### src/logic/dio_cfg.svh
// Register offsets, field positions and zero constants for the I/O register port.
`ifndef DIO_CFG_SVH
`define DIO_CFG_SVH
`define DIO_OFF_AN_LO   8'hD0
`define DIO_OFF_AN_HI   8'hD4
`define DIO_OFF_DIG_LO  8'hD8
`define DIO_OFF_DIG_HI  8'hDC
`define DIO_OFF_GAIN    8'hE0
`define DIO_OFF_MODE    8'hE4
`define DIO_OFF_TRIG    8'hE8
`define DIO_OFF_STAT    8'hEC
`define DIO_GAIN_LSB    0
`define DIO_GAIN_MSB    1
`define DIO_CHAN_LSB    2
`define DIO_CHAN_MSB    5
`define DIO_RDY_BIT     0
`define DIO_ZERO8       8'h00
`define DIO_ZERO4       4'h0
`define DIO_ZERO12      12'h000
`define DIO_ZERO16      16'h0000
`endif

### src/logic/dio_pkg.sv
// Types shared by the I/O register port.
package dio_pkg;
    typedef enum logic [1:0] {DIO_GAIN_X1, DIO_GAIN_X2, DIO_GAIN_X3, DIO_GAIN_X4} dio_gain_t;
    typedef enum logic {DIO_CONV_IDLE, DIO_CONV_BUSY} dio_conv_t;
endpackage

### src/logic/dio_port.sv
// Host byte register port: digital I/O words, analog output latch, gain and channel select.
// Functional notes
// RQ1: Sixteen discrete inputs form one input word.
// RQ2: Reads at d8/dc return input low/high bytes.
// RQ3: Writes at d8/dc load output low/high bytes.
// RQ4: Same offset reads and writes different registers.
// RQ5: Offset e0 write-only gain and channel fields.
// RQ6: Single-ended uses all four select bits.
// RQ7: Differential uses select bits two to zero.
// RQ8: Gain code selects four ascending gain steps.
// RQ9: Host waits gain settling before converting.
// RQ10: Write at e8 triggers a conversion.
// RQ11: Analog output latch updates on high byte.
// RQ12: Ready bit set when conversion completes.
// RQ13: Unused high bits read zero; latches hold.
`include "dio_cfg.svh"
module dio_port
    import dio_pkg::*;
(
    input  wire logic        clk,
    input  wire logic        rst,
    input  wire logic [7:0]  addr,
    input  wire logic        wr_stb,
    input  wire logic        rd_stb,
    input  wire logic [7:0]  wdata,
    output logic      [7:0]  rdata,
    input  wire logic [15:0] discrete_inputs,
    output logic      [15:0] dig_out,
    output logic      [11:0] ana_out,
    input  wire logic        diff_mode,
    output logic      [3:0]  ana_chan,
    output logic      [1:0]  gain_code,
    output logic      [7:0]  mode_ctrl,
    output logic             conv_start,
    input  wire logic        conv_done,
    input  wire logic [11:0] conv_result
);
    typedef struct packed {
        logic [7:0]  rdata;
        logic [15:0] dout;
        logic [7:0]  ao_lo;
        logic [11:0] ao;
        logic [3:0]  chan;
        logic [1:0]  gain;
        logic [7:0]  mode;
        logic        start;
        logic        ready;
        logic [11:0] result;
        logic [3:0]  chan_eff;
        dio_conv_t   conv;
    } dio_st_t;

    dio_st_t     st_q;
    dio_st_t     st_d;
    logic [15:0] din_sync;

    // Pins are asynchronous to the host clock.
    dio_sync #(.W(16)) u_sync (
        .clk  (clk),
        .rst  (rst),
        .din  (discrete_inputs),
        .dout (din_sync)
    );

    function automatic logic hit(input logic [7:0] a, input logic [7:0] off);
        return a == off;
    endfunction

    always_comb begin
        st_d       = st_q;
        st_d.start = 1'b0;
        if (conv_done && st_q.conv == DIO_CONV_BUSY) begin
            st_d.ready  = 1'b1; // RQ12
            st_d.result = conv_result;
            st_d.conv   = DIO_CONV_IDLE;
        end
        if (wr_stb) begin
            unique case (1'b1)
                hit(addr, `DIO_OFF_AN_LO): begin
                    st_d.ao_lo = wdata; // RQ4
                end
                hit(addr, `DIO_OFF_AN_HI): begin
                    st_d.ao = {wdata[3:0], st_q.ao_lo}; // RQ11 RQ13
                end
                hit(addr, `DIO_OFF_DIG_LO): begin
                    st_d.dout[7:0] = wdata; // RQ3
                end
                hit(addr, `DIO_OFF_DIG_HI): begin
                    st_d.dout[15:8] = wdata; // RQ3
                end
                hit(addr, `DIO_OFF_GAIN): begin
                    st_d.gain = wdata[`DIO_GAIN_MSB:`DIO_GAIN_LSB]; // RQ5 RQ8
                    st_d.chan = wdata[`DIO_CHAN_MSB:`DIO_CHAN_LSB]; // RQ5
                end
                hit(addr, `DIO_OFF_MODE): begin
                    st_d.mode = wdata;
                end
                hit(addr, `DIO_OFF_TRIG): begin
                    // A new trigger restarts; ready drops until the result lands.
                    st_d.start = 1'b1; // RQ10
                    st_d.ready = 1'b0;
                    st_d.conv  = DIO_CONV_BUSY;
                end
                default: begin
                end
            endcase
        end
        // Differential pairs ignore the top select bit.
        st_d.chan_eff = diff_mode ? {1'b0, st_d.chan[2:0]} : st_d.chan; // RQ6 RQ7
        st_d.rdata = `DIO_ZERO8;
        if (rd_stb) begin
            unique case (1'b1)
                hit(addr, `DIO_OFF_AN_LO):  st_d.rdata = st_q.result[7:0]; // RQ4
                hit(addr, `DIO_OFF_AN_HI):  st_d.rdata = {`DIO_ZERO4, st_q.result[11:8]}; // RQ13
                hit(addr, `DIO_OFF_DIG_LO): st_d.rdata = din_sync[7:0]; // RQ1 RQ2
                hit(addr, `DIO_OFF_DIG_HI): st_d.rdata = din_sync[15:8]; // RQ2
                hit(addr, `DIO_OFF_STAT):   st_d.rdata = {7'h00, st_q.ready}; // RQ12
                default:                    st_d.rdata = `DIO_ZERO8; // RQ5
            endcase
        end
    end

    always_ff @(posedge clk) begin
        if (rst) begin
            st_q <= '0;
        end else begin
            st_q <= st_d;
        end
    end

    assign rdata      = st_q.rdata;
    assign dig_out    = st_q.dout;
    assign ana_out    = st_q.ao;
    assign ana_chan   = st_q.chan_eff;
    assign gain_code  = st_q.gain;
    assign mode_ctrl  = st_q.mode;
    assign conv_start = st_q.start;

    property p_do_lo;
        @(posedge clk) disable iff (rst)
        wr_stb && addr == `DIO_OFF_DIG_LO |=> dig_out[7:0] == $past(wdata);
    endproperty
    a_do_lo: assert property (p_do_lo) else $error("low output byte not loaded"); // RQ3

    property p_do_hi;
        @(posedge clk) disable iff (rst)
        wr_stb && addr == `DIO_OFF_DIG_HI |=> dig_out[15:8] == $past(wdata);
    endproperty
    a_do_hi: assert property (p_do_hi) else $error("high output byte not loaded"); // RQ3

    property p_di_rd;
        @(posedge clk) disable iff (rst)
        rd_stb && addr == `DIO_OFF_DIG_HI |=> rdata == $past(din_sync[15:8]);
    endproperty
    a_di_rd: assert property (p_di_rd) else $error("input high byte wrong"); // RQ2

    property p_ao_hold;
        @(posedge clk) disable iff (rst)
        !(wr_stb && addr == `DIO_OFF_AN_HI) |=> $stable(ana_out);
    endproperty
    a_ao_hold: assert property (p_ao_hold) else $error("analog latch moved early"); // RQ11

    property p_ao_upd;
        @(posedge clk) disable iff (rst)
        wr_stb && addr == `DIO_OFF_AN_HI |=> ana_out[11:8] == $past(wdata[3:0]);
    endproperty
    a_ao_upd: assert property (p_ao_upd) else $error("analog high nibble wrong"); // RQ11

    property p_gain;
        @(posedge clk) disable iff (rst)
        wr_stb && addr == `DIO_OFF_GAIN |=> gain_code == $past(wdata[1:0]);
    endproperty
    a_gain: assert property (p_gain) else $error("gain code not loaded"); // RQ5

    property p_diff;
        @(posedge clk) disable iff (rst)
        diff_mode && $stable(diff_mode) |-> !ana_chan[3];
    endproperty
    a_diff: assert property (p_diff) else $error("differential select uses bit 3"); // RQ7

    property p_trig;
        @(posedge clk) disable iff (rst)
        wr_stb && addr == `DIO_OFF_TRIG |=> conv_start ##1 !conv_start;
    endproperty
    a_trig: assert property (p_trig) else $error("trigger pulse wrong"); // RQ10

    property p_stat_hi;
        @(posedge clk) disable iff (rst)
        rd_stb && addr != `DIO_OFF_DIG_LO && addr != `DIO_OFF_DIG_HI
            && addr != `DIO_OFF_AN_LO |=> rdata[7:4] == `DIO_ZERO4;
    endproperty
    a_stat_hi: assert property (p_stat_hi) else $error("upper bits not zero"); // RQ13

    property p_di_lo;
        @(posedge clk) disable iff (rst)
        rd_stb && addr == `DIO_OFF_DIG_LO |=> rdata == $past(din_sync[7:0]);
    endproperty
    a_di_lo: assert property (p_di_lo) else $error("input low byte wrong"); // RQ2

    property p_rsv_rd;
        @(posedge clk) disable iff (rst)
        rd_stb && (addr == `DIO_OFF_GAIN || addr == `DIO_OFF_TRIG) |=> rdata == `DIO_ZERO8;
    endproperty
    a_rsv_rd: assert property (p_rsv_rd) else $error("reserved read not zero"); // RQ5

    property p_single;
        @(posedge clk) disable iff (rst)
        wr_stb && addr == `DIO_OFF_GAIN && !diff_mode
            |=> ana_chan == $past(wdata[`DIO_CHAN_MSB:`DIO_CHAN_LSB]);
    endproperty
    a_single: assert property (p_single) else $error("single-ended select lost a bit"); // RQ6

    // A trigger in the same cycle as a done pulse wins, so it is left out here.
    property p_rdy;
        @(posedge clk) disable iff (rst)
        conv_done && st_q.conv == DIO_CONV_BUSY && !(wr_stb && addr == `DIO_OFF_TRIG)
            |=> st_q.ready && st_q.result == $past(conv_result);
    endproperty
    a_rdy: assert property (p_rdy) else $error("result not latched on done"); // RQ12

    property p_trig_clr;
        @(posedge clk) disable iff (rst)
        wr_stb && addr == `DIO_OFF_TRIG |=> !st_q.ready;
    endproperty
    a_trig_clr: assert property (p_trig_clr) else $error("ready not cleared by trigger"); // RQ12

    property p_do_hold;
        @(posedge clk) disable iff (rst)
        !(wr_stb && (addr == `DIO_OFF_DIG_LO || addr == `DIO_OFF_DIG_HI)) |=> $stable(dig_out);
    endproperty
    a_do_hold: assert property (p_do_hold) else $error("output latch moved unwritten"); // RQ13

    c_trig: cover property (@(posedge clk) wr_stb && addr == `DIO_OFF_TRIG);
    c_done: cover property (@(posedge clk) conv_done && st_q.conv == DIO_CONV_BUSY);
    c_ao:   cover property (@(posedge clk) wr_stb && addr == `DIO_OFF_AN_HI);
    c_diff: cover property (@(posedge clk) wr_stb && addr == `DIO_OFF_GAIN && diff_mode);
    c_stat: cover property (@(posedge clk) rd_stb && addr == `DIO_OFF_STAT);
endmodule

### src/logic/dio_sync.sv
// Three-stage synchroniser with agreement filter for a bus of pin inputs.
module dio_sync #(
    parameter int W = 16
) (
    input  wire logic         clk,
    input  wire logic         rst,
    input  wire logic [W-1:0] din,
    output logic      [W-1:0] dout
);
    typedef struct packed {
        logic [W-1:0] s1;
        logic [W-1:0] s2;
        logic [W-1:0] s3;
        logic [W-1:0] o;
    } dio_sync_st_t;

    dio_sync_st_t st_q;
    dio_sync_st_t st_d;

    always_comb begin
        st_d    = st_q;
        st_d.s1 = din;
        st_d.s2 = st_q.s1;
        st_d.s3 = st_q.s2;
        // A bit changes only once the second and third stages agree.
        for (int i = 0; i < W; i++) begin
            if (st_q.s2[i] == st_q.s3[i]) begin
                st_d.o[i] = st_q.s3[i];
            end
        end
    end

    always_ff @(posedge clk) begin
        if (rst) begin
            st_q <= '0;
        end else begin
            st_q <= st_d;
        end
    end

    assign dout = st_q.o;
endmodule

### config.mk
export PLATFORM = sky130hd
export DESIGN_NAME = dio_port
export DESIGN_NICKNAME = d
export VERILOG_FILES = /design/src/logic/dio_pkg.sv /design/src/logic/dio_port.sv /design/src/logic/dio_sync.sv
export VERILOG_INCLUDE_DIRS = /design/src /design/src/logic
export SDC_FILE = /design/constraint.sdc
export NUM_CORES = 1
export LEC_CHECK = 0
export ABC_CLOCK_PERIOD_IN_PS = 1200
export BUFFER_PORTS_ARGS = -buffer_cell sky130_fd_sc_hd__buf_2
export CORE_MARGIN = 5
export CORE_UTILIZATION = 40
export DETAILED_ROUTE_END_ITERATION = 10
export PLACE_DENSITY = 0.66
export SETUP_SLACK_MARGIN = 0.02
export SYNTH_ARGS = -nofsm -noshare
export SYNTH_HDL_FRONTEND = slang
export SYNTH_SLANG_ARGS = --single-unit
### constraint.sdc
create_clock -name clk -period 1.2 [get_ports clk]
set_clock_uncertainty 0.05 [all_clocks]
set_input_delay 0.12 -clock clk [delete_from_list [all_inputs] [get_ports clk]]
set_output_delay 0.12 -clock clk [all_outputs]
set_load 0.02 [all_outputs]
==> summary.txt, run 1 <==
Worst setup path
  • Setup crit start kind: flop
  • R2R setup slack: -0.08 ns
  • Crit-path max FO: 2
  • Crit path DAT: 1.53 ns
  • Type of the worst setup path: flop to flop
  • CP endpoint kind: flop
  • CP required: 1.44 ns

Pwr
  • Internal Power: 8.15 mW
  • Static leakage: 2.97 nW
  • Sw frac: 20.5%
  • Pwr Density: 1550 nW/um2
  • Combinational share of power: 4.5%
  • Power share of the clock group: 49.9%
  • Reg power frac: 45.6%
  • Switching power: 2.10 mW
  • Final total power: 10.2 mW
  • Peak VDD IR: 1.18 mV

Detailed routing
  • DR WL/cell: 13.4 um
  • Pre-antenna DRT Iters: 4
  • ANT nets after route: 0
  • Drt via density: 4.46
  • Starting DRC count in detailed routing: 138
  • Total number of vias: 3529
  • DRC Markers: 0
  • WL final: 10.6 mm

Synthesis
  • Top FF cell, synth: dfxtp_1
  • Asr flop ratio synth: 0%
  • Post-Syn Area: 5240 um2
  • Post-synthesis mux area share: 12.3%
  • Mean post-synth cell area: 10.4 um2
  • Synth Instances: 502
  • Synth cell types: 29
  • Post-synthesis simple-gate area fraction: 20.6%
  • Synth Area in Compound Gates: 5.33%
  • Post-synth EDFFs: 0
  • Post-Synth Adder-Cell Area: 0%
  • Seq cells post-synth: 138
  • Main combinational cell family by area after synthesis: simple AND/OR/NAND/NOR gates
  • Syn nets: 552
  • Synthesis warning total: 0
  • Register area share after synthesis: 52.7%
  • XOR/XNOR Fraction of Synth Area: 0%

Global routing
  • Initial antenna violation count: 0
  • First-pass GRT wire length: 18.0 mm
  • Gr ovfl total: 0
  • Vias in the first global route: 3665
  • Gr usage total: 14.4%
  • Largest net degree at the start of global routing: 59

Clocking
  • Clock Tree Root: clkbuf_16
  • # clock sinks: 138
  • Latest clock arrival within the worst-skew pair: 0.41 ns
  • Clk buf depth: 2
  • CTS Buf Count: 17
  • H-tree depth: 4
  • Setup Buffers After CTS: 0
  • Clock slew seen by the registers of the worst setup and hold paths: 0.06 ns
  • Clock tree from TritonCTS: done

Cells and area
  • Commonest non-fill, non-tap cell in the layout: dfxtp_1
  • Proportion of layout cells with a drive suffix above 1: 27.8%
  • Final non-filler cell total: 791
  • Final nets: 659
  • Most frequent cells in the layout: dfxtp_1 (137), buf_2 (99), nand2b_1 (59)
  • Area growth syn-to-layout: 26.7%
  • N_diodes: 0

Timing
  • Fin. max-slew vios: 0
  • RSZ-0062 raised after global routing: true
  • Final worst path period share: 107%
  • Number of hold violations in the final report: 0
  • Slew margin rel.: 74.2%
  • Worst-Margin Slew: 0.382 ns
  • Fin worst setup slack: -0.0839 ns
  • # setup viols final: 1
  • Final min period: 1.28 ns
  • Peak Freq: 779 MHz

Floorplanning
  • Initial Utilization: 41.2%
  • Die Ht: 124 um
  • Die X: 124 um
  • Row count: 41
  • IO Count: 101
  • Die area: 15500 um2
  • Core area: 12700 um2

Status
  • Status: finished with violations
  • Failing checks: negative setup slack

Placement
  • Port Buffer Count: 100
  • HPWL Detailed: 7.48 mm
  • Dpl cells: 732
  • GP Congestion: 0.787

Job
  • Max-Cap Viols: 0

Min path
  • Hold Path Class: input port to flop
[synth_stat cells, types with 2 or more instances]
cell type | number | area [um2]
nor2_1 | 7 | 26.3
buf_4 | 50 | 375
buf_2 | 5 | 25.0
nand2_1 | 41 | 154
nand3_4 | 2 | 35.0
nand2b_1 | 59 | 369
nor2b_1 | 54 | 338
nor4b_2 | 2 | 30.0
clkbuf_1 | 17 | 63.8
mux4_2 | 4 | 90.1
o21ai_0 | 16 | 80.1
and3_1 | 3 | 18.8
nand3_1 | 4 | 20.0
dfxtp_1 | 138 | 2760
mux2i_1 | 54 | 541
a21oi_1 | 29 | 145
and2_1 | 2 | 12.5
a2bb2oi_1 | 4 | 35.0
[kinds of logic after synthesis]
logic type      after synthesis
compound gates               51
buf+inv                      73
flops                       138
mux                          59
simple gates                181
[per-layer routing]
| metal | vias up | global-route usage [%] | part of all wire [%] |
|---|---|---|---|
| met4 | 0 | 5.67 | 1.4 |
| met2 | 76 | 23.1 | 47 |
| met3 | 10 | 4.97 | 3.9 |
| li1 | 1822 | - | - |
| met5 | - | 0 | 0 |
| met1 | 1621 | 17.7 | 48 |
[power by group through the flow]
| stage | Clock (mW) | Sequential, mW | Combinational [mW] |
|---|---|---|---|
| after floorplan | 0 | 4.77 | 0.208 |
| after global placement | 0 | 4.77 | 0.377 |
| after detailed placement | 0 | 4.78 | 0.385 |
| after CTS | 5.23 | 4.68 | 0.460 |
| after global routing | 5.44 | 4.68 | 0.505 |
| final | 5.11 | 4.68 | 0.458 |
[timing repair]
item | 4_1_cts | 5_1_grt
hold buffers | 30 | 0
pin swaps | 1 | 0
cloned | 0 | 0
endpoints found under the setup margin | 1 | 2
endpoints found under the hold margin | 30 | 0
resized for setup | 1 | 1
[sequential cells by signal, indices dropped and copies added (netlist names)]
signal       count
ana_chan         1
ana_out         12
conv_start       1
dig_out         16
gain_code        2
mode_ctrl        8
rdata            8
st_q            26
u_sync.dout     16
u_sync.st_d     32
u_sync.st_q     16
[worst max-delay path: stages (launching register included)]
cell and delay [ns]:
dfxtp_2 0.32, mux4_2 0.46, a32o_1 0.21, and4_1 0.14
[final timing paths]
path,startpoint,to,cells past startpoint
hold / removal,wdata[6],dig_out[14]$_SDFFE_PP0P_,3
setup / recovery,u_sync.dout[8]$_SDFFE_PP0N_,rdata[0]$_SDFF_PP0_,3
setup reg to reg,u_sync.dout[8]$_SDFFE_PP0N_,rdata[0]$_SDFF_PP0_,3
hold reg to reg,u_sync.st_d[36]$_SDFF_PP0_,u_sync.st_d[20]$_SDFF_PP0_,1
[metrics by stage]
stage,utilization (%),hold slack (ns),setup TNS [ns],setup slack (ns),instance area (um2)
after detailed placement,45.2,0.282,-4.01,-0.122,5750
after global placement,45.2,0.285,-3.02,-0.0813,5750
after CTS,52.1,0.00350,-0.0805,-0.0805,6630
final,52.1,0.0215,-0.0839,-0.0839,6630
after global routing,52.1,0.00447,-0.121,-0.121,6630
after floorplan,-,0.198,-0.0426,-0.0426,5240
[cell type report]
type | count | area, um2
clock buffers | 18 | 429
clock inverters | 11 | 148
fillers | 1177 | 6090
multi-input cells | 291 | 2000
flip-flops and latches | 138 | 2760
well taps | 172 | 215
repair buffers | 161 | 1070
Power figures use the tool's default switching activity.
==> run 2, diff against run 1 <==
Settings changed: BUFFER_PORTS_ARGS -buffer_cell sky130_fd_sc_hd__buf_2 to default, DONT_BUFFER_PORTS from default to 1, PLACE_DENSITY 0.66 to 0.59.
==> run 2 against run 1 <==
Net effect: the flow finishes with violations (negative hold slack, negative setup slack); critical path type unchanged; design area is 3.8% lower; largest power group unchanged; largest cell class unchanged; final cell count is 9.6% lower; flip-flop and latch count stayed put; sequential power hardly changed.
==> summary.txt, run 2 (same netlist as run 1, synthesis figures left out) <==
Timing
  • Setup TNS: -0.0651 ns (+0.0188 ns)
  • Worst-Margin Slew: 0.404 ns (+0.0218 ns)
  • RSZ-0062 raised after global routing: true
  • Slew margin rel.: 73.0% (-1.2 points)
  • Number of hold violations in the final report: 95 (+95)
  • Fin worst setup slack: -0.0651 ns (+0.0188 ns)
  • Worst hold slack: -0.245 ns (-0.267 ns)
  • # setup viols final: 1 (unchanged)
  • Final min period: 1.27 ns (-0.0188 ns)
  • Peak Freq: 790 MHz (+1.5%)
  • Fin. max-slew vios: 0 (unchanged)
  • Final worst path period share: 105% (-1.6 points)

Worst setup path
  • Critical path capture point: rdata[0]$_SDFF_PP0_
  • FF-to-FF path depth: 3 (unchanged)
  • CP endpoint kind: flop
  • Crit-path max FO: 2 (unchanged)
  • Crit path from: u_sync.dout[8]$_SDFFE_PP0N_
  • R2R Path End: rdata[0]$_SDFF_PP0_
  • RR Startpoint: u_sync.dout[8]$_SDFFE_PP0N_
  • R2R setup slack: -0.07 ns (+0.02 ns)
  • Type of the worst setup path: flop to flop
  • Setup crit start kind: flop
  • CP required: 1.45 ns (about the same)
  • Crit path DAT: 1.51 ns (-0.02 ns)

Pwr
  • Final total power: 10.1 mW (-1.2%)
  • Combinational share of power: 2.7% (-1.8 points)
  • Internal Power: 8.13 mW (-0.32%)
  • Peak VDD IR: 0.807 mV (-32%)
  • Pwr Density: 1590 nW/um2 (+2.7%)
  • Switching power: 2.00 mW (-4.6%)
  • Reg power frac: 46.2% (+0.6 points)
  • Power share of the clock group: 51.1% (+1.2 points)
  • Static leakage: 2.68 nW (-9.7%)
  • Sw frac: 19.8% (-0.71 points)

Floorplanning
  • Row count: 41 (unchanged)
  • Initial Utilization: 41.2% (unchanged)
  • Die area: 15500 um2 (unchanged)
  • Die X: 124 um (unchanged)
  • Core area: 12700 um2 (unchanged)
  • Die Ht: 124 um (unchanged)
  • IO Count: 101 (unchanged)

Cells and area
  • Commonest non-fill, non-tap cell in the layout: dfxtp_1
  • Area growth syn-to-layout: 21.8%
  • Most frequent cells in the layout: dfxtp_1 (124), nand2b_1 (59), mux2i_1 (54)
  • Final nets: 580 (-12%)
  • Number of flip-flops in the largest register: 32 (unchanged)
  • Proportion of layout cells with a drive suffix above 1: 17.7% (-10 points)
  • N_diodes: 0 (unchanged)

Clocking
  • # clock sinks: 138 (unchanged)
  • CTS Buf Count: 17 (unchanged)
  • Cts hold-fix bufs: 56 (+87%)
  • Clk buf depth: 2 (unchanged)
  • Clock Tree Root: clkbuf_16
  • Latest clock arrival within the worst-skew pair: 0.40 ns (about the same)
  • H-tree depth: 4 (unchanged)
  • Clock slew seen by the registers of the worst setup and hold paths: 0.06 ns (about the same)
  • Clock tree from TritonCTS: done

Detailed routing
  • ANT nets after route: 0 (unchanged)
  • WL final: 10.3 mm (-2.9%)
  • DR WL/cell: 14.3 um (+7.4%)
  • Total number of vias: 3321 (-5.9%)
  • Starting DRC count in detailed routing: 185 (+34%)
  • Pre-antenna DRT Iters: 4 (unchanged)
  • Drt via density: 4.64 (+4.1%)
  • DRC Markers: 0 (unchanged)

Status
  • Status: finished with violations
  • Failing checks: negative hold slack, negative setup slack

Placement
  • Port Buffer Count: 0 (-100%)
  • GP Congestion: 0.716 (-8.9%)
  • HPWL Detailed: 6.91 mm (-7.7%)

Global routing
  • Largest net degree at the start of global routing: 140 (+140%)
  • First-pass GRT wire length: 17.3 mm (-4.3%)
  • Gr ovfl total: 0 (unchanged)
  • Vias in the first global route: 3401 (-7.2%)
  • Gr usage total: 13.8% (-0.54 points)
  • Initial antenna violation count: 3 (+3)

Min path
  • Hold Path Class: input port to flop

Job
  • Max-Cap Viols: 0 (unchanged)
[run 2: cell count changes in the layout (fill, tap and decap cells not counted), sizes merged, moves of 2 or more]
cell and change:
buf -96, clkinvlp +2, dlygate4sd3 +17, clkbuf +4
[run 2: repair_timing]
action | CTS | global route
pin swaps | 1 | 0
setup buffers | 1 | 1
endpoints found under the hold margin | 138 | 95
gates cloned | 0 | 0
endpoints found under the setup margin | 1 | 13
resized for setup | 1 | 18
[run 2: layer usage]
metal | GRT usage [%] | vias to the layer above | share of wire [%]
li1 | - | 1662 | -
met1 | 17.3 | 1559 | 47
met2 | 20.7 | 74 | 45
met3 | 6.00 | 20 | 6.4
met4 | 6.06 | 6 | 1.7
met5 | 0 | - | 0.33
[run 2: area by class of cell]
cell class | instances | area (um2)
clock buffers | 22 | 484
clock inverters | 10 | 115
fillers | 1195 | 6340
multi-input cells | 291 | 2010
flip-flops and latches | 138 | 2780
well taps | 172 | 215
repair buffers | 82 | 771
[run 2: worst min path at each step]
| stage | cells past startpoint | to | startpoint |
|---|---|---|---|
| global route | 1 | st_q[17]$_SDFF_PP0_ | rst |
| floorplan | 1 | u_sync.st_d[32]$_SDFF_PP0_ | discrete_inputs[0] |
| global placement | 1 | st_q[0]$_SDFF_PP0_ | rst |
| finish | 1 | st_q[17]$_SDFF_PP0_ | rst |
| CTS | 1 | st_q[17]$_SDFF_PP0_ | rst |
| detailed placement | 1 | st_q[17]$_SDFF_PP0_ | rst |
[run 2: per-stage QoR]
step	setup WS [ns]	util (%)	std cells	instance area [um2]
2_1_floorplan	-0.0426	-	502	5240
3_3_place_gp	-0.0625	41.4	634	5270
3_5_place_dp	-0.0623	41.4	634	5270
4_1_cts	-0.0634	50.6	723	6430
5_1_grt	-0.0770	50.1	715	6380
6_report	-0.0651	50.1	715	6380
[run 2: critical path: stages (launching register included)]
cell and delay [ns]:
dfxtp_2 0.32, mux4_2 0.45, a32o_1 0.21, and4_1 0.14
[run 2: power groups by stage]
| stage | sequential [mW] | combinational (mW) | clock, mW |
|---|---|---|---|
| 3_3_place_gp | 4.77 | 0.179 | 0 |
| 6_report | 4.68 | 0.275 | 5.17 |
| 5_1_grt | 4.69 | 0.302 | 5.53 |
| 2_1_floorplan | 4.77 | 0.208 | 0 |
| 3_5_place_dp | 4.78 | 0.179 | 0 |
| 4_1_cts | 4.68 | 0.281 | 5.28 |
==> run 3, diff against run 2 <==
Settings changed: CORE_UTILIZATION 40 to 56, PLACE_DENSITY 0.59 to 0.77, RECOVER_POWER from default to 25.
==> run 3 against run 2 <==
Net effect: the run still ends with negative hold slack, negative setup slack left; largest power group unchanged; global-route usage increased by 5.7 points; first-iteration DRC count is 37% lower; non-clock buffer count is 12 lower; wire length grew 1.2%; largest cell class unchanged; clock-buffer cell count is 5 lower.
==> summary.txt, run 3 (same netlist as run 1, synthesis figures left out) <==
Status
  • Status: finished with violations
  • Failing checks: negative hold slack, negative setup slack

Cells and area
  • Most frequent cells in the layout: dfxtp_1 (120), nand2b_1 (59), mux2i_1 (54)
  • Filler cells: 702 (-41%)
  • Final nets: 568 (-2.1%)
  • Final non-filler cell total: 641 (-10%)
  • Fin util: 67.5% (+17 points)
  • Area growth syn-to-layout: 18.5%
  • N_diodes: 0 (unchanged)
  • Design Area, Final: 6210 um2 (-2.7%)
  • Commonest non-fill, non-tap cell in the layout: dfxtp_1
  • Proportion of layout cells with a drive suffix above 1: 16.6% (-1.1 points)
  • Number of flip-flops in the largest register: 32 (unchanged)

Floorplanning
  • Core area: 9200 um2 (-28%)
  • Initial Utilization: 57.0% (+16 points)
  • Row count: 35 (-15%)
  • IO Count: 101 (unchanged)
  • Die Ht: 107 um (-14%)
  • Die area: 11400 um2 (-26%)
  • Die X: 107 um (-14%)

Placement
  • Dpl cells: 560 (-12%)
  • GP Congestion: 0.767 (+7.1%)
  • Worst slack, placed: -0.0679 ns (-0.00565 ns)
  • Area after DPL: 5070 um2 (-3.8%)
  • Port Buffer Count: 0 (unchanged)
  • HPWL Detailed: 6.44 mm (-6.7%)

Clocking
  • Latest clock arrival within the worst-skew pair: 0.50 ns (+0.10 ns)
  • Clock slew seen by the registers of the worst setup and hold paths: 0.06 ns (about the same)
  • Clk buf depth: 2 (unchanged)
  • Clock tree from TritonCTS: done
  • H-tree depth: 4 (unchanged)
  • CTS Buf Count: 17 (unchanged)
  • Cts hold-fix bufs: 56 (unchanged)
  • # clock sinks: 138 (unchanged)
  • Clock Tree Root: clkbuf_8

Pwr
  • Static leakage: 2.62 nW (-2.5%)
  • Pwr Density: 1660 nW/um2 (+4.6%)
  • Final total power: 10.3 mW (+1.8%)
  • Peak VDD IR: 1.04 mV (+29%)

Worst setup path
  • RR Startpoint: st_q[5]$_SDFFE_PP0P_
  • Crit-path max FO: 2 (unchanged)
  • Setup crit start kind: flop
  • Type of the worst setup path: flop to flop
  • Delay of the slowest critical-path stage: 0.45 ns (about the same)
  • Crit path DAT: 1.62 ns (+0.11 ns)
  • CP endpoint kind: flop
  • FF-to-FF path depth: 3 (unchanged)
  • CP required: 1.55 ns (+0.10 ns)
  • Critical-path cell list: mux4_2 > a32o_1 > and4_1
  • R2R setup slack: -0.07 ns (about the same)
  • Slowest stage cell, crit path: mux4_2
  • R2R Path End: rdata[0]$_SDFF_PP0_

Detailed routing
  • DR WL/cell: 16.2 um (+13%)
  • WL final: 10.4 mm (+1.2%)
  • DRC Markers: 0 (unchanged)
  • Drt via density: 5.18 (+11%)
  • Pre-antenna DRT Iters: 4 (unchanged)
  • ANT nets after route: 0 (unchanged)
  • Starting DRC count in detailed routing: 116 (-37%)
  • Total number of vias: 3319 (-0.060%)

Job
  • Max-Cap Viols: 0 (unchanged)

Timing
  • RSZ-0062 raised after global routing: true
  • Peak Freq: 787 MHz (-0.47%)
  • Number of hold violations in the final report: 98 (+3.2%)
  • Fin. max-slew vios: 0 (unchanged)
  • Final worst path period share: 106% (+0.49 points)
  • Setup TNS: -0.0710 ns (-0.00592 ns)
  • Slew margin rel.: 63.2% (-9.9 points)
  • Fin worst setup slack: -0.0710 ns (-0.00592 ns)
  • Worst hold slack: -0.346 ns (-0.100 ns)
  • Final min period: 1.27 ns (+0.00592 ns)
  • Worst-Margin Slew: 0.551 ns (+0.147 ns)
  • # setup viols final: 1 (unchanged)

Min path
  • Hold Path Sink: u_sync.st_q[31]$_SDFF_PP0_
  • Hold Crit Depth: 1 (unchanged)
  • Hold Crit Start: rst
  • Hold Path Class: input port to flop

Global routing
  • First-pass GRT wire length: 17.4 mm (+0.80%)
  • Gr ovfl total: 0 (unchanged)
  • Largest net degree at the start of global routing: 140 (unchanged)
  • Vias in the first global route: 3530 (+3.8%)
  • Gr usage total: 19.5% (+5.7 points)
  • Initial antenna violation count: 0 (-3)
[run 3: repair_timing]
action	in CTS	in global routing
endpoints found under the setup margin	7	33
endpoints found under the hold margin	138	98
buffers inserted	0	5
resized for setup	9	40
pin swaps	1	0
[run 3: worst max-delay path, delay by kind of cell (launching register included)]
kind	cells	cell delay [ns]
mux	1	0.45
compound gates	1	0.21
flops	1	0.32
simple gates	1	0.14
[run 3: area by class of cell]
cell class,instances,area [um2],share of cell area [%]
Sequential cell,138,2790,44.9
Tap cell,111,139,2.24
Clock buffer,17,414,6.67
Multi-Input combinational cell,291,2010,32.4
Clock inverter,14,195,3.14
Timing Repair Buffer,70,664,10.7
[run 3: where the power goes]
group	switching [mW]	internal (mW)
registers	0.0273	4.65
clock network	1.97	3.38
logic	0.0825	0.190
[run 3: worst max-delay path by stage]
stage | startpoint | end | slack (ns) | cells past startpoint
after floorplan | u_sync.dout[8]$_SDFFE_PP0N_ | rdata[0]$_SDFF_PP0_ | -0.04 | 3
after global placement | u_sync.dout[8]$_SDFFE_PP0N_ | rdata[0]$_SDFF_PP0_ | -0.06 | 3
after detailed placement | u_sync.dout[8]$_SDFFE_PP0N_ | rdata[0]$_SDFF_PP0_ | -0.07 | 3
after CTS | st_q[5]$_SDFFE_PP0P_ | rdata[0]$_SDFF_PP0_ | -0.07 | 3
after global routing | u_sync.dout[8]$_SDFFE_PP0N_ | rdata[0]$_SDFF_PP0_ | -0.11 | 3
final | st_q[5]$_SDFFE_PP0P_ | rdata[0]$_SDFF_PP0_ | -0.07 | 3
[run 3: layer usage]
| metal | up-vias | GRT usage [%] | part of all wire (%) |
|---|---|---|---|
| met5 | - | 0 | 0 |
| met4 | 0 | 5.75 | 0.80 |
| met3 | 8 | 7.95 | 6.3 |
| met2 | 88 | 32.2 | 50 |
| met1 | 1584 | 23.4 | 43 |
| li1 | 1639 | - | - |
